==> src/inc/uep0_pkg.sv <==
package uep0_pkg;

  // ------------------------------------------------------------
  // register map
  // ------------------------------------------------------------
  localparam int unsigned ADDR_W          = 16;
  localparam int unsigned DATA_W          = 8;
  localparam logic [15:0] ADDR_OUT_CFG    = 16'hff82;
  localparam logic [15:0] ADDR_OUT_CNT    = 16'hff83;
  localparam logic [15:0] ADDR_FUNC_ADDR  = 16'hff84;
  localparam logic [15:0] ADDR_EVT_STATUS = 16'hff85;
  localparam logic [15:0] ADDR_EVT_MASK   = 16'hff86;

  // ------------------------------------------------------------
  // output_ep0_config fields
  // ------------------------------------------------------------
  localparam int unsigned CFG_IE_BIT      = 2;
  localparam int unsigned CFG_STALL_BIT   = 3;
  localparam int unsigned CFG_TOGGLE_BIT  = 5;
  localparam int unsigned CFG_BM_EN_BIT   = 7;

  // ------------------------------------------------------------
  // output_ep0_byte_count fields
  // ------------------------------------------------------------
  localparam int unsigned CNT_LSB         = 0;
  localparam int unsigned CNT_W           = 4;
  localparam int unsigned CNT_NAK_BIT     = 7;
  localparam logic [3:0]  CNT_MAX         = 4'h8;
  localparam logic [3:0]  CNT_RST         = 4'h0;
  localparam logic        NAK_RST         = 1'b1;

  // ------------------------------------------------------------
  // function_address fields
  // ------------------------------------------------------------
  localparam int unsigned FA_W            = 7;
  localparam logic [6:0]  FA_RST          = 7'h00;

  // ------------------------------------------------------------
  // usb_event_status / usb_event_mask fields
  // ------------------------------------------------------------
  localparam int unsigned EV_OVERWRITE    = 0;
  localparam int unsigned EV_SETUP        = 2;
  localparam int unsigned EV_PWR_ON       = 3;
  localparam int unsigned EV_PWR_OFF      = 4;
  localparam int unsigned EV_RESUME       = 5;
  localparam int unsigned EV_SUSPEND      = 6;
  localparam int unsigned EV_FUNC_RESET   = 7;
  localparam logic [7:0]  EV_IMPL_MASK    = 8'hfd;
  localparam logic [7:0]  EV_RST          = 8'h00;
  localparam logic [7:0]  MASK_RST        = 8'h00;

endpackage

==> src/rtl/uep0_regs.sv <==
`timescale 1ns/1ps
// What this block does
// transaction interrupt only when enable bit set
// stall bit makes endpoint answer STALL
// next setup clears stall bit automatically
// read-only data toggle follows packet exchange
// buffer manager uses endpoint only when enabled
// byte count above eight goes to the engine as eight, reads back unclamped
// nak set on stored packet, MCU clears
// seven-bit function address written by MCU
// status set by hardware, write-one clears
// status bit with mask raises interrupt
// mask mirrors status layout, resets zero
// setup overwrite flag on busy buffer
// setup flag forces NAK on endpoint-0
// power-on request flag for port 3
// power-off request flag for port 3
// resume flag on resume signalling
// suspend flag on global or selective
// reset flag, untouched by function reset
// reserved bits read zero, ignore writes
// hardware set beats same-cycle clear
module uep0_regs
  import uep0_pkg::*;
(
  // clock, reset, enable
  input  wire logic              clk_sys,
  input  wire logic              rstn,
  input  wire logic              ce,
  // register port
  input  wire logic [ADDR_W-1:0] reg_addr,
  input  wire logic [DATA_W-1:0] reg_wdata,
  input  wire logic              reg_wr,
  input  wire logic              reg_rd,
  output logic      [DATA_W-1:0] reg_rdata,
  // serial engine events
  input  wire logic              usb_func_rst,
  input  wire logic              setup_rx,
  input  wire logic              setup_buf_full,
  input  wire logic              host_out_valid,
  input  wire logic [3:0]        host_out_len,
  input  wire logic              port3_power_on_req,
  input  wire logic              port3_power_off_req,
  input  wire logic              resume_det,
  input  wire logic              global_suspend_det,
  input  wire logic              selective_suspend_det,
  input  wire logic              port_reset_det,
  // serial engine answers
  output logic                   ep0_out_ack,
  output logic                   ep0_out_nak,
  output logic                   ep0_out_stall,
  output logic                   ep0_in_force_nak,
  output logic                   buffer_manager_enable,
  output logic      [3:0]        ep0_out_count,
  output logic      [FA_W-1:0]   function_addr,
  // interrupt requests
  output logic                   ep0_out_xfer_irq,
  output logic                   usb_event_irq
);

  // ------------------------------------------------------------
  // state
  // ------------------------------------------------------------
  logic              irq_enable_q;
  logic              irq_enable_d;
  logic              stall_q;
  logic              stall_d;
  logic              data_toggle_q;
  logic              data_toggle_d;
  logic              bm_enable_q;
  logic              bm_enable_d;
  logic [CNT_W-1:0]  count_q;
  logic [CNT_W-1:0]  count_d;
  logic [CNT_W-1:0]  count_out_q;
  logic [CNT_W-1:0]  count_out_d;
  logic              nak_q;
  logic              nak_d;
  logic [FA_W-1:0]   func_addr_q;
  logic [FA_W-1:0]   func_addr_d;
  logic [7:0]        status_q;
  logic [7:0]        status_d;
  logic [7:0]        mask_q;
  logic [7:0]        mask_d;
  logic              xfer_irq_q;
  logic              xfer_irq_d;
  logic [DATA_W-1:0] rdata_q;
  logic [DATA_W-1:0] rdata_d;

  // ------------------------------------------------------------
  // address decode
  // ------------------------------------------------------------
  wire logic sel_cfg;
  wire logic sel_cnt;
  wire logic sel_fa;
  wire logic sel_sta;
  wire logic sel_msk;
  wire logic wr_cfg;
  wire logic wr_cnt;
  wire logic wr_fa;
  wire logic wr_sta;
  wire logic wr_msk;

  assign sel_cfg = (reg_addr == ADDR_OUT_CFG);
  assign sel_cnt = (reg_addr == ADDR_OUT_CNT);
  assign sel_fa  = (reg_addr == ADDR_FUNC_ADDR);
  assign sel_sta = (reg_addr == ADDR_EVT_STATUS);
  assign sel_msk = (reg_addr == ADDR_EVT_MASK);
  assign wr_cfg  = reg_wr & sel_cfg;
  assign wr_cnt  = reg_wr & sel_cnt;
  assign wr_fa   = reg_wr & sel_fa;
  assign wr_sta  = reg_wr & sel_sta;
  assign wr_msk  = reg_wr & sel_msk;

  // ------------------------------------------------------------
  // write data fields
  // ------------------------------------------------------------
  wire logic             wd_irq_enable;
  wire logic             wd_stall;
  wire logic             wd_bm_enable;
  wire logic [CNT_W-1:0] wd_count;
  wire logic             wd_nak;
  wire logic [FA_W-1:0]  wd_func_addr;
  wire logic [7:0]       wd_mask;

  assign wd_irq_enable = reg_wdata[CFG_IE_BIT];
  assign wd_stall      = reg_wdata[CFG_STALL_BIT];
  assign wd_bm_enable  = reg_wdata[CFG_BM_EN_BIT];
  assign wd_count      = reg_wdata[CNT_LSB +: CNT_W];
  assign wd_nak        = reg_wdata[CNT_NAK_BIT];
  assign wd_func_addr  = reg_wdata[FA_W-1:0];
  // reserved enable position never takes a one
  assign wd_mask       = reg_wdata & EV_IMPL_MASK;

  // ------------------------------------------------------------
  // endpoint acceptance
  // ------------------------------------------------------------
  wire logic setup_pending;
  wire logic accept;

  assign setup_pending = status_q[EV_SETUP];
  // packet stored only when endpoint is free and owned by the manager
  assign accept = host_out_valid & ~nak_q & ~stall_q & ~setup_pending
                  & bm_enable_q;

  // ------------------------------------------------------------
  // endpoint configuration next state
  // ------------------------------------------------------------
  assign irq_enable_d = wr_cfg ? wd_irq_enable : irq_enable_q;
  assign bm_enable_d  = wr_cfg ? wd_bm_enable : bm_enable_q;

  // setup clears stall even against a same-cycle write of one
  assign stall_d = setup_rx ? 1'b0
                 : wr_cfg   ? wd_stall
                 : stall_q;

  // setup restarts at DATA1 for the data stage, each stored packet flips
  assign data_toggle_d = setup_rx ? 1'b1
                       : accept   ? ~data_toggle_q
                       : data_toggle_q;

  // ------------------------------------------------------------
  // byte count and nak next state
  // ------------------------------------------------------------
  assign count_d = accept ? host_out_len
                 : wr_cnt ? wd_count
                 : count_q;

  assign nak_d = accept ? 1'b1
               : wr_cnt ? wd_nak
               : nak_q;

  // clamped at the register so the engine sees a flop output
  assign count_out_d = (count_d > CNT_MAX) ? CNT_MAX : count_d;

  // ------------------------------------------------------------
  // function address next state
  // ------------------------------------------------------------
  assign func_addr_d = wr_fa ? wd_func_addr : func_addr_q;

  // ------------------------------------------------------------
  // event status next state
  // ------------------------------------------------------------
  logic [7:0] ev_set;
  logic [7:0] ev_clr;

  always_comb
  begin
    ev_set                = 8'h00;
    ev_set[EV_OVERWRITE]  = setup_rx & setup_buf_full;
    ev_set[EV_SETUP]      = setup_rx;
    ev_set[EV_PWR_ON]     = port3_power_on_req;
    ev_set[EV_PWR_OFF]    = port3_power_off_req;
    ev_set[EV_RESUME]     = resume_det;
    ev_set[EV_SUSPEND]    = global_suspend_det
                            | selective_suspend_det;
    ev_set[EV_FUNC_RESET] = port_reset_det;
  end

  assign ev_clr = wr_sta ? reg_wdata : 8'h00;

  // one flag per implemented bit, reserved bit 1 tied low; a set in the same cycle as its clear survives
  for (genvar i = 0; i < 8; i++)
  begin : g_status
    if (EV_IMPL_MASK[i])
    begin : g_flag
      assign status_d[i] = ev_set[i] | (status_q[i] & ~ev_clr[i]);
    end
    else
    begin : g_rsvd
      assign status_d[i] = 1'b0;
    end
  end

  assign mask_d = wr_msk ? wd_mask : mask_q;

  // ------------------------------------------------------------
  // transaction completion interrupt
  // ------------------------------------------------------------
  assign xfer_irq_d = accept & irq_enable_q;

  // ------------------------------------------------------------
  // read data
  // ------------------------------------------------------------
  wire logic [7:0] rd_cfg;
  wire logic [7:0] rd_cnt;
  wire logic [7:0] rd_fa;
  wire logic [7:0] rd_sta;
  wire logic [7:0] rd_msk;
  wire logic [7:0] rd_mux;

  // reserved bits are tied low in every read image
  assign rd_cfg = {bm_enable_q, 1'b0, data_toggle_q, 1'b0,
                   stall_q, irq_enable_q, 2'b00};
  assign rd_cnt = {nak_q, 3'b000, count_q};
  assign rd_fa  = {1'b0, func_addr_q};
  assign rd_sta = status_q & EV_IMPL_MASK;
  assign rd_msk = mask_q & EV_IMPL_MASK;

  assign rd_mux = sel_cfg ? rd_cfg
                : sel_cnt ? rd_cnt
                : sel_fa  ? rd_fa
                : sel_sta ? rd_sta
                : sel_msk ? rd_msk
                : 8'h00;

  assign rdata_d = reg_rd ? rd_mux : 8'h00;

  // ------------------------------------------------------------
  // endpoint configuration register
  // ------------------------------------------------------------
  // function reset returns endpoint and address state to defaults;
  // it only acts on an enabled cycle, rstn acts always
  always_ff @(posedge clk_sys)
  begin
    if (!rstn || (ce && usb_func_rst))
    begin
      irq_enable_q  <= 1'b0;
      stall_q       <= 1'b0;
      data_toggle_q <= 1'b0;
      bm_enable_q   <= 1'b0;
    end
    else if (ce)
    begin
      irq_enable_q  <= irq_enable_d;
      stall_q       <= stall_d;
      data_toggle_q <= data_toggle_d;
      bm_enable_q   <= bm_enable_d;
    end
  end

  // ------------------------------------------------------------
  // byte count register
  // ------------------------------------------------------------
  always_ff @(posedge clk_sys)
  begin
    if (!rstn || (ce && usb_func_rst))
    begin
      count_q     <= CNT_RST;
      count_out_q <= CNT_RST;
      nak_q       <= NAK_RST;
    end
    else if (ce)
    begin
      count_q     <= count_d;
      count_out_q <= count_out_d;
      nak_q       <= nak_d;
    end
  end

  // ------------------------------------------------------------
  // function address register
  // ------------------------------------------------------------
  always_ff @(posedge clk_sys)
  begin
    if (!rstn || (ce && usb_func_rst))
    begin
      func_addr_q <= FA_RST;
    end
    else if (ce)
    begin
      func_addr_q <= func_addr_d;
    end
  end

  // ------------------------------------------------------------
  // event mask register
  // ------------------------------------------------------------
  always_ff @(posedge clk_sys)
  begin
    if (!rstn || (ce && usb_func_rst))
    begin
      mask_q <= MASK_RST;
    end
    else if (ce)
    begin
      mask_q <= mask_d;
    end
  end

  // ------------------------------------------------------------
  // status register
  // ------------------------------------------------------------
  // kept apart so a function reset never wipes pending events
  always_ff @(posedge clk_sys)
  begin
    if (!rstn)
    begin
      status_q <= EV_RST;
    end
    else if (ce)
    begin
      status_q <= status_d;
    end
  end

  // ------------------------------------------------------------
  // output flops
  // ------------------------------------------------------------
  always_ff @(posedge clk_sys)
  begin
    if (!rstn)
    begin
      xfer_irq_q <= 1'b0;
    end
    else if (ce)
    begin
      xfer_irq_q <= xfer_irq_d;
    end
  end

  // read data stands for one cycle only, zero otherwise
  always_ff @(posedge clk_sys)
  begin
    if (!rstn)
    begin
      rdata_q <= 8'h00;
    end
    else if (ce)
    begin
      rdata_q <= rdata_d;
    end
  end

  // ------------------------------------------------------------
  // outputs
  // ------------------------------------------------------------
  assign reg_rdata             = rdata_q;
  assign ep0_out_ack           = accept & ce;
  assign ep0_out_stall         = stall_q;
  assign ep0_out_nak           = nak_q | setup_pending
                                 | ~bm_enable_q;
  assign ep0_in_force_nak      = setup_pending;
  assign buffer_manager_enable = bm_enable_q;
  assign ep0_out_count         = count_out_q;
  assign function_addr         = func_addr_q;
  assign ep0_out_xfer_irq      = xfer_irq_q;
  assign usb_event_irq         = |(status_q & mask_q);

endmodule // uep0_regs

==> config.mk <==
export PLATFORM = sky130hd
export DESIGN_NAME = uep0_regs
export DESIGN_NICKNAME = d
export VERILOG_FILES = /design/src/inc/uep0_pkg.sv /design/src/rtl/uep0_regs.sv
export SDC_FILE = /design/constraint.sdc
export NUM_CORES = 1
export LEC_CHECK = 0
export ABC_AREA = 1
export BUFFER_PORTS_ARGS = -buffer_cell sky130_fd_sc_hd__clkbuf_2
export CORE_ASPECT_RATIO = 1.75
export CORE_MARGIN = 2
export CORE_UTILIZATION = 50
export DETAILED_ROUTE_END_ITERATION = 8
export GPL_TIMING_DRIVEN = 0
export MAX_ROUTING_LAYER = met4
export PLACE_DENSITY = 0.78
export RECOVER_POWER = 25
export SLEW_MARGIN = 20
export SYNTH_ARGS = -nofsm -noshare
export SYNTH_HDL_FRONTEND = slang
export SYNTH_SLANG_ARGS = --single-unit
==> constraint.sdc <==
create_clock -name clk_sys -period 1.4 [get_ports clk_sys]
set_input_delay 0 -clock clk_sys [delete_from_list [all_inputs] [get_ports clk_sys]]
set_output_delay 0 -clock clk_sys [all_outputs]
set_load 0.005 [all_outputs]
Word level (Yosys, flattened, before mapping)
Index checks and enable logic that the tools add are counted.

Add/sub/neg operators: 0. Muxes and demuxes: 16. Divide/modulo/power cells: 0. Bitwise logic cells: 42. $mul: 0. Equality and inequality tests: 5. Reductions and logical operators: 13. Shift-type cells: 0. Magnitude comparators: 1.

Operators with widths (number): $eq A16 B16 Y1 const B (5); $mux W8 (7); $and A1 B1 Y1 (19); $mux W4 (3); $not A1 Y1 (12); $reduce_and A2 Y1 (6); $or A1 B1 Y1 (10); $and A8 B8 Y8 (1); $reduce_or A8 Y1 (1); $mux W1 (6); $reduce_bool A2 Y1 (3); $gt A4 B4 Y1 const B (1); $logic_and A1 B1 Y1 (1); $logic_not A1 Y1 (1); $logic_or A1 B1 Y1 (1).

ROM bits: 0. Memories kept: 0. Flip-flop bits (word level): 43. Bits in latches: 0. RAM bits: 0. Logic and storage cells: 89. Input bits: 43. Output and inout port bits: 26.

Longest topological paths before layout
Depth after elaboration: 8. Mapped depth: 12. Depth with buffers taken out: 11.

Least setup slack after synthesis
OpenSTA, ideal clock, no wires.

Path kind: register -> register. Start: register status_q[2]. End: register count_q[3]. Path buffers: 0. Period minus slack after synthesis: 1290 ps. Arrival time: 1181 ps. Path slack: 110 ps. Stages on the path, launching flop included: 8. Cell sequence: dfxtp_1 > nor2_1 > nand4_2 > or2_2 > nand2_1 > nand2_1 > nand2_1 > inv_1.

Longest elaborated chain between the ends: 4.

RTL lines: start, declared (line uep0_regs.sv:80) `logic [7:0] status_q;`; start signal, assigned (line uep0_regs.sv:332) `status_q <= status_d;`; $not A1 Y1 (line uep0_regs.sv:142) `assign accept = host_out_valid & ~nak_q & ~stall_q & ~setup_pending`; $and A1 B1 Y1 (line uep0_regs.sv:142); $and A1 B1 Y1 (line uep0_regs.sv:143) `& bm_enable_q;`; $mux W4 (line uep0_regs.sv:164) `assign count_d = accept ? host_out_len`; end signal, assigned (line uep0_regs.sv:284) `count_q <= count_d;`; end, declared (line uep0_regs.sv:72) `logic [CNT_W-1:0] count_q;`.

No other way between the ends. A chain may end at the register's enable or synchronous reset.

Final worst setup path
Start: register status_q[3]. End: output port usb_event_irq.

Longest elaborated chain between the ends: 2.

RTL lines: $and A8 B8 Y8 (line uep0_regs.sv:377) `assign usb_event_irq = |(status_q & mask_q);`; $reduce_or A8 Y1 (line uep0_regs.sv:377); end, declared (line uep0_regs.sv:58) `output logic usb_event_irq`.

No other way between the ends.

==> results.ini <==
[synthesis]
yosys_warnings=0
syn_inst=344
ys_seq_elements=42
avgSynthCellArea_um2=6.49
seq_area_frac_synth=0.376
synthTopCellsByArea=dfxtp_1 (38%), nand2_1 (13%), a21oi_1 (9.2%)
yosys.area.top_type=dfxtp_1
synth_top_area_share=0.376
synth_nets=387
syn_area_um2=2230
synth_cell_types=30

[layout]
syn2layout_area_growth_pct=27.7
instances_no_fill=478
antenna_cells=0
mostFrequentLayoutCells=nand2_1 (76), clkbuf_2 (61), inv_1 (53)
layout_commonest_cell=nand2_1
drive_gt1_frac=0.222
nets=469

[place]
hpwl_mm=5.10
place_congestion=0.993
io_buffers=66
dp.cells=461

[clocking]
cts_tree=built
cts_buffers=5
cts.root.buffer_cell=clkbuf_8
clock_sinks=42
clk_latency_ns=0.29
clk_pin_slew_worst_paths_ns=0.08
clk_path_buf_depth=2
htree_levels=2

[timing]
min_period_over_period=0.958
rsz0062_at_grt=no
max_freq_ghz=0.746
maxSlewHeadroom=0.623
tightest_slew_ns=0.566
finalHoldViolCount=0
fin_tns_setup_ns=0
final.min_clock_period_ns=1.34
finalSetupViolCount=0
hold_ws_ns=0.00224
drv_slew=0
skew_ns=0.00778

[floorplanning]
fp-row-count=32
die_w_um=54.5
core_area_um2=4360
ioPinCount=69
initial_core_util=0.512
die_h_um=92.4
die_area_um2=5040

[routing]
wl_per_cell_um=13.8
drtPass1Iterations=5
drcViolationCount=0
vias=2545
postRouteAntennaNets=0
post_drt_via_cell_ratio=5.32
routed_wl_mm=6.59
drt_iter0_drc=100

[grt]
grt_usage=0.290
grt_pass1_vias=2362
grt_overflow=0
antenna_found_initial=0
grt_max_degree=14
grt_pass1_wl_mm=10.5

[power_and_ir_drop]
vdd_drop_max_uv=744
power.density_nw_per_um2=852
leakagePower_nw=1.29

[critical_path]
cp_cell_sequence=nand2_1 -> o21ai_0 -> a221oi_1 -> nand4_1 -> clkbuf_2
path_class=register to output port
critPathCaptureType=output port
cp_top_family=flip-flops
slowest_delay_ns=0.35
critPathArrivalTime_ns=1.34
critPathMaxFanout=3
cp-start-kind=register
critical_path_required_ns=1.40
cpMaxStageDelayCell=dfxtp_1
cp_num_buf_inv=1

[run]
cap_viol_max_count=0

[run_status]
status=finished clean

[hold_path]
hold_path.class=primary input to register

power by group:
part / internal, mW / switching (mW) / leakage (nW) / total [mW]
clock: 0.532 / 0.422 / 0.0514 / 0.954
combinational: 0.0973 / 0.149 / 0.895 / 0.247
sequential: 1.21 / 0.0189 / 0.341 / 1.23
worst reg2reg max path: stages (launching register included):
cell     delay [ns]
dfxtp_4        0.38
nor2_4         0.12
nand4_4        0.15
buf_4          0.18
o21ai_0        0.13
a21oi_1        0.08
a21oi_1        0.13
nor2_1         0.05
stage by stage:
stage / setup slack [ns] / utilization / instance area, µm² / total power [mW]
final: 0.0586 / 0.654 / 2850 / 2.43
after global routing: 0.00106 / 0.654 / 2850 / 2.52
after CTS: 0.0141 / 0.649 / 2830 / 2.44
after detailed placement: -0.0670 / 0.602 / 2630 / 1.48
after global placement: -0.0652 / 0.602 / 2630 / 1.48
after floorplan: 0.110 / - / 2230 / 1.36
timing repair:
action                                  CTS  global route
hold buffers                              7             0
buffers inserted                          1             1
pin swaps                                 2             1
endpoints found under the setup margin    8             8
resized for setup                         4             8
hold endpoints to repair                  8             0
Yosys cell counts:
cell type / count
nand2_1: 77
inv_1: 54
dfxtp_1: 42
a21oi_1: 41
nand3_1: 34
o21ai_0: 30
nor2_1: 19
nand4_1: 9
buf_2: 4
clkbuf_1: 4
nor2_2: 4
o211ai_1: 4
clkinv_1: 3
nand2_2: 2
nor2_4: 2
a211oi_1: 1
a21oi_2: 1
a221oi_1: 1
buf_1: 1
buf_4: 1
buf_6: 1
inv_2: 1
nand3_2: 1
nand4_2: 1
nor3_1: 1
o21ai_1: 1
o22ai_1: 1
or2_0: 1
or2_2: 1
xnor2_1: 1
layer usage:
metal / share of wire / vias to the layer above / track usage / wire length [µm]
met2: 0.53 / 92 / 0.490 / 3520
met5: 0 / - / - / 0
li1: - / 1282 / - / -
met4: 0.042 / 0 / 0.138 / 274
met1: 0.38 / 1145 / 0.322 / 2480
met3: 0.049 / 26 / 0.0355 / 323
worst paths after layout:
| path | startpoint | to | slack (ns) | cells after the start |
|---|---|---|---|---|
| max | status_q[3]$_SDFFE_PN0P_ | usb_event_irq | 0.06 | 5 |
| min | reg_rd | reg_rdata[5]$_SDFFE_PN0P_ | 0.002 | 3 |
| max reg2reg | status_q[2]$_SDFFE_PN0P_ | count_q[0]$_SDFFE_PP0P_ | 0.08 | 7 |
| min reg2reg | ep0_out_count[0]$_SDFFE_PP0P_ | ep0_out_count[0]$_SDFFE_PP0P_ | 0.47 | 2 |
final cells by class:
class	count	area, µm²
fill	428	1510
tap	51	63.8
clock buffer	6	72.6
sequential	42	845
clock inverter	2	37.5
multi-input combinational	233	1150
inverter	58	218
timing repair buffer	75	409
buffer	11	57.6
registers in the layout (all words and copies together) (netlist names):
signal,count
ep0_out_xfer_irq,1
reg_rdata,8
irq_enable_q,1
nak_q,1
buffer_manager_enable,1
status_q,7
count_q,4
ep0_out_count,3
mask_q,7
ep0_out_stall,1
function_addr,7
data_toggle_q,1
kinds of logic after synthesis:
kind of cell / after synthesis / synth area share
AND/OR/NAND/NOR: 152 / 0.308
AO/OA/AOI/OAI: 80 / 0.189
buffers and inverters: 69 / 0.123
flip-flops: 42 / 0.376
XOR/XNOR: 1 / 0.00392
Note: power is estimated with default switching activity, not from simulation.
